**src/tmopt_params.svh**
```systemverilog
`ifndef TMOPT_PARAMS_SVH
`define TMOPT_PARAMS_SVH
`define TMOPT_ADDR_W 4
`define TMOPT_OFS_OPT 4'h0
`define TMOPT_OFS_IST 4'h1
`define TMOPT_OFS_IMSK 4'h2
`define TMOPT_OFS_MODE 4'h3
`define TMOPT_OPT_RST 8'h00
`define TMOPT_OPT_WMASK 8'h21
`define TMOPT_BIT_WRAP 0
`define TMOPT_BIT_CCS1 5
`define TMOPT_BIT_CCS0 4
`define TMOPT_BIT_CCS2 6
`define TMOPT_IRQ_RST 8'h00
`define TMOPT_MODE_RST 8'h00
`define TMOPT_MODE_W 3
`define TMOPT_RD_IDLE 8'h00
`endif

```
**src/tmopt_pkg.sv**
```systemverilog
package tmopt_pkg;
  typedef enum logic [2:0] {
    TMOPT_MD_INTERVAL = 3'h0,
    TMOPT_MD_EVENT = 3'h1,
    TMOPT_MD_TRIGPULSE = 3'h2,
    TMOPT_MD_ONESHOT = 3'h3,
    TMOPT_MD_PWM = 3'h4,
    TMOPT_MD_FREERUN = 3'h5,
    TMOPT_MD_PULSEW = 3'h6,
    TMOPT_MD_TRIPWM = 3'h7
  } tmopt_mode_t;
  typedef struct packed {
    logic wr;
    logic rd;
    logic bit_op;
    logic [2:0] bit_sel;
    logic [3:0] addr;
    logic [7:0] wdata;
  } tmopt_req_t;
endpackage

```
**src/tmopt_chsel.sv**
```systemverilog
`timescale 1ns/1ps
module tmopt_chsel
  import tmopt_pkg::*;
(
  input wire logic clk,
  input wire logic rst_n,
  input wire tmopt_mode_t mode,
  input wire logic [2:0] sel_bits,
  output logic [2:0] capture_role
);
  // role per channel from mode
  function automatic logic role_of(input tmopt_mode_t m, input logic s);
    case (m)
      TMOPT_MD_FREERUN: role_of = s;
      TMOPT_MD_PULSEW: role_of = 1'b1;
      default: role_of = 1'b0;
    endcase
  endfunction

  always_ff @(posedge clk or negedge rst_n) begin
    if (!rst_n) begin
      capture_role <= 3'h0;
    end else begin
      for (int i = 0; i < 3; i++) begin
        capture_role[i] <= role_of(mode, sel_bits[i]);
      end
    end
  end
endmodule // tmopt_chsel

```
**src/tmopt_top.sv**
```systemverilog
// Strobed register access and the address map were left to the implementer.
`timescale 1ns/1ps
`include "tmopt_params.svh"
// Operation
// - option register is eight bits; of its channel capture/compare selects only CCS1 (bit 5) is writable, CCS0 and CCS2 stay zero.
// - option register also shows sticky counter overflow flag.
// - byte and single-bit reads and writes both work correctly.
// - reset clears the whole option register to zero.
// - channel select bit acts only in free-running mode.
// - pulse-width mode captures only; free-running mode follows the select bits; other modes compare only.
module tmopt_top
  import tmopt_pkg::*;
(
  input wire logic MCLK,
  input wire logic RST_N,
  input wire logic [`TMOPT_ADDR_W-1:0] ADDR,
  input wire logic [7:0] WDATA,
  input wire logic WR,
  input wire logic RD,
  input wire logic BIT_OP,
  input wire logic [2:0] BIT_SEL,
  input wire logic COUNTER_RUN_ENABLE,
  input wire logic COUNTER_WRAP,
  output logic [7:0] RDATA,
  output logic [2:0] CAPTURE_ROLE,
  output logic WRAP_IRQ_REQUEST,
  output logic IRQ
);
  logic rst_s1_reg;
  logic rst_n_reg;
  logic [7:0] opt_reg;
  logic [7:0] ist_reg;
  logic [7:0] imsk_reg;
  logic [7:0] mode_reg;
  logic [7:0] rdata_reg;
  logic wrap_irq_reg;
  logic irq_reg;
  logic wrap_irq_next;
  logic irq_next;
  logic wrap_ev;
  logic wr_opt;
  logic wr_ist;
  logic wr_imsk;
  logic wr_mode;
  tmopt_mode_t mode_cur;
  tmopt_req_t req;

  // merge a bit op into a byte
  function automatic logic [7:0] merge(input logic [7:0] old,
      input tmopt_req_t r);
    logic [7:0] v;
    v = old;
    if (r.bit_op) begin
      v[r.bit_sel] = r.wdata[0];
    end else begin
      v = r.wdata;
    end
    merge = v;
  endfunction

  // write hit on one offset
  function automatic logic hit(input tmopt_req_t r,
      input logic [`TMOPT_ADDR_W-1:0] ofs);
    hit = r.wr && (r.addr == ofs);
  endfunction

  // write-one-clear mask of a request
  function automatic logic [7:0] clr_mask(input tmopt_req_t r);
    logic [7:0] m;
    m = r.wdata;
    if (r.bit_op) begin
      m = 8'h00;
      m[r.bit_sel] = r.wdata[0];
    end
    clr_mask = m;
  endfunction

  // reset release sync
  always_ff @(posedge MCLK or negedge RST_N) begin
    if (!RST_N) begin
      rst_s1_reg <= 1'b0;
      rst_n_reg <= 1'b0;
    end else begin
      rst_s1_reg <= 1'b1;
      rst_n_reg <= rst_s1_reg;
    end
  end

  assign req = '{wr: WR, rd: RD, bit_op: BIT_OP, bit_sel: BIT_SEL,
                 addr: ADDR, wdata: WDATA};
  assign wrap_ev = COUNTER_WRAP && COUNTER_RUN_ENABLE;

  // register write decode
  assign wr_opt = hit(req, `TMOPT_OFS_OPT);
  assign wr_ist = hit(req, `TMOPT_OFS_IST);
  assign wr_imsk = hit(req, `TMOPT_OFS_IMSK);
  assign wr_mode = hit(req, `TMOPT_OFS_MODE);
  // current timer mode
  assign mode_cur = tmopt_mode_t'(mode_reg[`TMOPT_MODE_W-1:0]);

  // option register
  always_ff @(posedge MCLK or negedge rst_n_reg) begin
    if (!rst_n_reg) begin
      opt_reg <= `TMOPT_OPT_RST;
    end else begin
      logic [7:0] nv;
      nv = opt_reg;
      if (wr_opt) begin
        nv = merge(opt_reg, req);
        nv = (nv & `TMOPT_OPT_WMASK) | (opt_reg & ~`TMOPT_OPT_WMASK);
        nv[`TMOPT_BIT_WRAP] = opt_reg[`TMOPT_BIT_WRAP]
                              & nv[`TMOPT_BIT_WRAP];
      end
      if (!COUNTER_RUN_ENABLE) begin
        nv[`TMOPT_BIT_WRAP] = 1'b0;
      end
      if (wrap_ev) begin
        nv[`TMOPT_BIT_WRAP] = 1'b1;
      end
      opt_reg <= nv;
    end
  end

  // mode register
  always_ff @(posedge MCLK or negedge rst_n_reg) begin
    if (!rst_n_reg) begin
      mode_reg <= `TMOPT_MODE_RST;
    end else if (wr_mode) begin
      mode_reg <= merge(mode_reg, req);
    end
  end

  // interrupt mask
  always_ff @(posedge MCLK or negedge rst_n_reg) begin
    if (!rst_n_reg) begin
      imsk_reg <= `TMOPT_IRQ_RST;
    end else if (wr_imsk) begin
      imsk_reg <= merge(imsk_reg, req);
    end
  end

  // sticky status, write one clears
  always_ff @(posedge MCLK or negedge rst_n_reg) begin
    if (!rst_n_reg) begin
      ist_reg <= `TMOPT_IRQ_RST;
    end else begin
      logic [7:0] s;
      s = ist_reg;
      if (wr_ist) begin
        s = s & ~clr_mask(req);
      end
      if (wrap_ev) begin
        s[`TMOPT_BIT_WRAP] = 1'b1;
      end
      ist_reg <= s;
    end
  end

  // readback
  always_ff @(posedge MCLK or negedge rst_n_reg) begin
    if (!rst_n_reg) begin
      rdata_reg <= `TMOPT_RD_IDLE;
    end else if (req.rd) begin
      logic [7:0] v;
      case (req.addr)
        `TMOPT_OFS_OPT: v = opt_reg;
        `TMOPT_OFS_IST: v = ist_reg;
        `TMOPT_OFS_IMSK: v = imsk_reg;
        `TMOPT_OFS_MODE: v = mode_reg;
        default: v = 8'h00;
      endcase
      rdata_reg <= req.bit_op ? {7'h00, v[req.bit_sel]} : v;
    end else begin
      rdata_reg <= `TMOPT_RD_IDLE;
    end
  end

  // overflow request in all modes except free-running and pulse-width
  always_comb begin
    wrap_irq_next = wrap_ev;
    if (mode_cur == TMOPT_MD_FREERUN || mode_cur == TMOPT_MD_PULSEW) begin
      wrap_irq_next = 1'b0;
    end
    irq_next = |(ist_reg & imsk_reg);
  end

  // overflow request pulse
  always_ff @(posedge MCLK or negedge rst_n_reg) begin
    if (!rst_n_reg) begin
      wrap_irq_reg <= 1'b0;
    end else begin
      wrap_irq_reg <= wrap_irq_next;
    end
  end

  // level interrupt
  always_ff @(posedge MCLK or negedge rst_n_reg) begin
    if (!rst_n_reg) begin
      irq_reg <= 1'b0;
    end else begin
      irq_reg <= irq_next;
    end
  end

  tmopt_chsel u_chsel (
    .clk(MCLK),
    .rst_n(rst_n_reg),
    .mode(mode_cur),
    .sel_bits({opt_reg[`TMOPT_BIT_CCS2], opt_reg[`TMOPT_BIT_CCS1],
               opt_reg[`TMOPT_BIT_CCS0]}),
    .capture_role(CAPTURE_ROLE)
  );

  assign RDATA = rdata_reg;
  assign WRAP_IRQ_REQUEST = wrap_irq_reg;
  assign IRQ = irq_reg;
endmodule // tmopt_top
```
**config.mk**
```make
export PLATFORM = sky130hd
export DESIGN_NAME = tmopt_top
export DESIGN_NICKNAME = d
export VERILOG_FILES = /design/src/tmopt_pkg.sv /design/src/tmopt_chsel.sv /design/src/tmopt_top.sv
export VERILOG_INCLUDE_DIRS = /design/src
export SDC_FILE = /design/constraint.sdc
export NUM_CORES = 1
export LEC_CHECK = 0
export BUFFER_PORTS_ARGS = -buffer_cell sky130_fd_sc_hd__buf_2
export CAP_MARGIN = 20
export CORE_MARGIN = 2
export CORE_UTILIZATION = 50
export CTS_CLUSTER_SIZE = 10
export DETAILED_ROUTE_END_ITERATION = 10
export GPL_TIMING_DRIVEN = 0
export PLACE_DENSITY_LB_ADDON = 0.3
export SLEW_MARGIN = 0
export SYNTH_ARGS = -nofsm -noshare
export SYNTH_HDL_FRONTEND = slang
export SYNTH_SLANG_ARGS = --single-unit
export TNS_END_PERCENT = 100
```
**constraint.sdc**
```tcl
create_clock -name MCLK -period 1.4 [get_ports MCLK]
set_input_delay 0.28 -clock MCLK [delete_from_list [all_inputs] [get_ports MCLK]]
set_output_delay 0.28 -clock MCLK [all_outputs]
set_load 0.02 [all_outputs]
```
* Word-level counts from Yosys, hierarchy flattened *
Index checks and enable logic that the tools add are counted.

cells by class
  $lt $le $gt $ge = 2
  equal/unequal tests = 6
  multiplexer cells = 26
  bitwise gates (word level) = 6
  reductions and logical operators = 10

operator list
  cell                  number
  $mux W8               7
  $pmux W8 S4           1
  $and A8 B8 Y8         3
  $bwmux W8             3
  $mux W6               2
  $eq A4 B2 Y1 const B  2
  $mux W1               8
  $not A8 Y8            1
  $or A6 B8 Y8          1
  $reduce_or A8 Y1      1
  $eq A3 B3 Y1 const B  2
  $logic_and A1 B1 Y1   6
  $pmux W1 S2           3
  $eq A4 B1 Y1 const B  1
  $logic_not A4 Y1      1
  $lt A3 B4 Y1 const B  1
  $bmux W1 S3           1
  $demux W1 S3          1
  $ge A3 B1 Y1 const B  1
  $ne A3 B1 Y1 const B  1
  $reduce_bool A2 Y1    1
  $and A1 B1 Y1         1
  $logic_or A1 B1 Y1    1

storage, ports and cells
  bits in registers = 47
  output and inout bits = 13
  word-level logic and storage cells = 62

* Longest topological paths before layout *
  depth after elaboration = 12
  mapped depth = 7
  mapped depth without buffers = 5

* Cells and area by module *
A second synthesis with hierarchy kept.

unflattened totals
  cell total of the unflattened synthesis = 225
  area total of the unflattened synthesis = 2247.2 um2

by module, submodules not included
  module       instances  cells an instance  area each (um2)
  tmopt_top    1          214                2124.5
  tmopt_chsel  1          11                 122.6

* Worst setup path before layout *
No wires, ideal clock.

  path type = input to register
  start point = input port ADDR[1]
  end point = register rdata_reg[0] (netlist: RDATA[0])
  library setup time = 120 ps
  arrival time = 1512 ps
  required time = 1280 ps
  slack = -232 ps
  stages on the path = 6
  cell sequence = buf_6 mux2_4 or3_1 a311oi_1 nor4_1 a31o_1

between the ends
  word-level cells in the longest chain between the ends = 7

ends and longest elaborated chain
  what                                  line              RTL
  start, declared                       tmopt_top.sv:16   input wire logic [`TMOPT_ADDR_W-1:0] ADDR,
  $eq A4 B2 Y1 (tied with other cells)  tmopt_top.sv:165  case (req.addr)
  $pmux W8 S4 (*)                       tmopt_top.sv:165
  $mux W8 (*)                           tmopt_top.sv:163  end else if (req.rd) begin
  $bmux W1 S3                           tmopt_top.sv:172  rdata_reg <= req.bit_op ? {7'h00, v[req.bit_sel]} : v;
  $mux W1 (implied by the code)         tmopt_top.sv:172
  $mux W8 (*)                           tmopt_top.sv:172
  $mux W8 (*)                           tmopt_top.sv:163
  end signal, assigned                  tmopt_top.sv:162  rdata_reg <= `TMOPT_RD_IDLE;
  end signal, assigned                  tmopt_top.sv:172
  end signal, assigned                  tmopt_top.sv:174  rdata_reg <= `TMOPT_RD_IDLE;
  end, declared                         tmopt_top.sv:35   logic [7:0] rdata_reg;

Mark *: on every way between the ends. The rest lies on a longest branch, timed or not. The select of a mux whose other input is x is not followed.
A chain may end at the register's enable or synchronous reset.

* Worst setup path in the final report *
  start point = register imsk_reg[0]
  end point = register rdata_reg[0] (netlist: RDATA[0])

between the ends
  word-level cells in the longest chain between the ends = 6

ends and longest elaborated chain
  what                           line              RTL
  start, declared                tmopt_top.sv:33   logic [7:0] imsk_reg;
  start signal, assigned         tmopt_top.sv:136  imsk_reg <= `TMOPT_IRQ_RST;
  start signal, assigned         tmopt_top.sv:138  imsk_reg <= merge(imsk_reg, req);
  $pmux W8 S4 (*)                tmopt_top.sv:165
  $mux W8 (*)                    tmopt_top.sv:163
  $bmux W1 S3                    tmopt_top.sv:172
  $mux W1 (implied by the code)  tmopt_top.sv:172
  $mux W8 (*)                    tmopt_top.sv:172
  $mux W8 (*)                    tmopt_top.sv:163

Marked as above.

==> metrics.md <==
| Metric | Value |
|---|---|
| Largest family of logic cells by synthesized area | compound AO/OA/AOI/OAI gates |
| DRC viols | 0 |
| DP HPWL | a little under 4000 um |
| CP endpoint kind | flop |
| Fin cells | 322 |
| Mapped cell area | 2210 um^2 |
| Max Cap Violations | 0 |
| FMAX | 0.617 GHz |
| Seq cells post-synth | 40 |
| GRT Total Usage | 23.0% |
| P&R area growth vs syn | 18.5% |
| H-Tree Level Count | 2 |
| 1st-pass router iterations | 4 |
| Antenna violations before repair | 0 |
| Crit path DAT | 1.81 ns |
| WS Path Type | reg2reg |
| Dpl cells | 311 |
| Syn nets | 250 |
| Hold Crit Class | in2reg |
| Initial Util | 51.4% |
| Cell Chain, Critical Path | mux2_4 -> or3_4 -> a311oi_2 -> nor4_2 -> a31o_1 |
| I/O Buffers | 31 |
| CTS Root Cell | clkbuf_8 |
| First-pass GRT wire length | 8890 um |
| Slew HR | about 45% |
| GR Overflow Total | 0 |
| Crit path max-delay family | simple AND/OR/NAND/NOR gates |
| FILL cells | 388 |
| Vias in the first global route | 1835 |
| Die width | 70.5 um |
| PnR Total Power | 2.42 mW |
| Final Critical Period | 1.62 ns |
| Post-detailed-route count of antenna-violating nets | 0 |
| RD Place Congestion | a little over 0.9 |
| Multi-input gate area | 1160 um^2 |
| CP bufs+invs | 0 |
| Synth Area in XOR/XNOR | 0.397% |
| Final WS setup | -0.221 ns |
| Synth Area in Compound Gates | 19.9% |
| Worst-path fanout max | 3 |
| Vias per inst | 5.93 |
| Core Rows | 24 |
| Final number of hold-violating endpoints | 0 |
| Gate Count Post-Synth | approximately 230 |
| Seq/Total Area, Yosys | between 40% and 50% |
| Simple-Gate Fraction of Synth Area | 16.3% |
| Routed wire per std cell | between 15 and 20 um |
| Least-Margin Pin Slew | 0.827 ns |
| Vias post-DR | 1908 |
| Mux contribution to synthesized area | 13.3% |
| Clock Path Buffers | 2 |
| Core Util, Final | 60.9% |
| Crit-path max cell delay | about 0.41 ns |
| Fraction of layout instances using a drive strength above 1 | 26.7% |
| VDD IR-drop max | 0.593 mV |
| Yosys top cell by area | dfrtp_1 |
| Largest net degree at the start of global routing | 39 |
| Die area | 4960 um^2 |
| Fin crit share | 116% |
| Insertion delay of the later-clocked pin in the worst-skew pair | approximately 0.30 ns |
| CTS tree | built |
| Sequential cell area | 1000 um^2 |
| Total core area | 4290 um^2 |
| Clock transition at path regs | 0.07 ns |
| Num CTS Buffers | 5 |
| Unrepaired setup endpoints after global routing | yes |
| Worst Skew | just over 0.005 ns |
| Post-synth top area share | 45.3% |
| I/O pins | 35 |
| Status | finished, violations left |
| Failing checks | negative setup slack |
| Startpoint type of the worst setup path | flop |
| Clk sinks | 40 |
| Total inserted antenna cells | 0 |
| Worst path slowest cell | dfrtp_1 |
| Top cells by area, synth | dfrtp_1, mux2i_1, o22ai_1, a21oi_1, nor2b_1 |
| Power Density | 923 nW/um^2 |
| Required @ worst endpoint | roughly 1.6 ns |
| Die Y | 70.5 um |
| Synthesized area per cell | 9.69 um^2 |
| Initial drt markers | 113 |
| Min Hold Slack | 0.204 ns |
| Final Max Slew Viols | 0 |
| Final nets | 291 |
| Synthesis Warnings | 0 |
| Setup violations, final | 1 |
| Yosys cell types | 43 |
| Routed WL | between 5000 and 6000 um |
| Synth Area in Adders | 0% |
| Leakage Power | 1.23 nW |
-- layout make-up --
cell class	instances	area share [%]
clock buffer	8	3.44
buffer	15	3.40
tap	52	2.49
inverter	6	0.861
multi-input combinational	166	44.3
timing repair buffer	35	7.17
sequential	40	38.4
-- final timing paths --
path | start | endpoint | slack, ns | cells after the start
max | imsk_reg[0] | RDATA[0] | -0.22 | 5
min | COUNTER_WRAP | ist_reg[0] | 0.20 | 3
max reg2reg | imsk_reg[0] | RDATA[0] | -0.22 | 5
min reg2reg | rst_s1_reg | rst_n_reg | 0.35 | 0
max in group asynchronous | rst_n_reg | mode_reg[1] | 0.46 | 0
min in group asynchronous | RST_N | rst_n_reg | 0.30 | 2
-- cells in the mapped netlist, drive strengths merged --
cell type / instances
o21ai: 2
a21o: 1
a31oi: 5
dfrtp: 40
o211ai: 1
and3b: 1
nor4b: 1
or2: 4
mux4: 1
nand4: 1
inv: 6
nor2: 14
o21a: 4
o22ai: 18
and4: 1
nand2: 18
nor2b: 11
o31ai: 1
buf: 5
clkbuf: 11
xor2: 1
a21boi: 5
nand3b: 4
or3: 1
mux2: 6
a221oi: 2
nor4: 1
and4b: 1
and2: 1
nand2b: 8
nand3: 1
mux2i: 20
a21oi: 21
a31o: 1
o311a: 1
conb: 1
a311oi: 1
a22oi: 4
a211oi: 1
o32ai: 1
-- worst min-delay path: cells and delay by family --
family                 cells  cell delay [ns]
AND/OR/NAND/NOR            2             0.10
buffers and inverters      1             0.08
-- routing by layer --
metal / track usage [%] / part of all wire [%]
met1: 30.5 / 45
met2: 36.6 / 46
met3: 4.47 / 6.5
met4: 10.0 / 2.2
met5: 0 / 0
-- timing repair --
| action | in CTS | in global routing |
|---|---|---|
| hold buffers | 1 | 0 |
| endpoints found under the hold margin | 2 | 0 |
| buffers inserted | 1 | 2 |
| gates resized for setup | 5 | 15 |
| endpoints found under the setup margin | 19 | 23 |
| pin swaps | 0 | 1 |
-- report_power, final --
group          total (mW)  internal, mW  switching (mW)
Sequential           1.25          1.20          0.0526
Clock               0.804         0.402           0.401
Combinational       0.363         0.167           0.197
Total                2.42          1.77           0.650
-- through the flow --
step                      setup TNS [ns]  cell area, um^2  setup WS, ns
after global routing              -0.573             2620        -0.275
after global placement            -21.66             2440        -0.533
after CTS                         -0.239             2550        -0.204
final                             -0.221             2620        -0.221
after detailed placement          -11.21             2440        -0.491
after floorplan                   -0.185             2220        -0.152
-- logic make-up after synthesis --
group                     count (synthesis)
and+or+nand+nor                          68
muxes                                    27
xor gates and xnor gates                  1
buffers and inverters                    22
AOI/OAI and AO/OA                        69
DFF                                      40
other                                     1
-- placed cells by master (no fill, tap or decap), types with 2 or more instances in the layout --
cell type / n
dfrtp_1: 38
buf_2: 31
a21oi_1: 21
mux2i_1: 20
nand2_1: 18
o22ai_1: 18
nor2_1: 13
nor2b_1: 10
clkbuf_1: 7
inv_1: 6
nand2b_1: 6
clkbuf_8: 6
clkbuf_2: 5
a31oi_1: 5
a21boi_0: 5
nand3b_1: 4
mux2_2: 4
a22oi_1: 4
o21a_1: 4
buf_4: 4
or2_2: 3
buf_6: 2
mux2_4: 2
o21ai_0: 2
clkbuf_4: 2
nand2b_2: 2
dfrtp_2: 2
No activity file was read; power rests on OpenSTA's default activity.
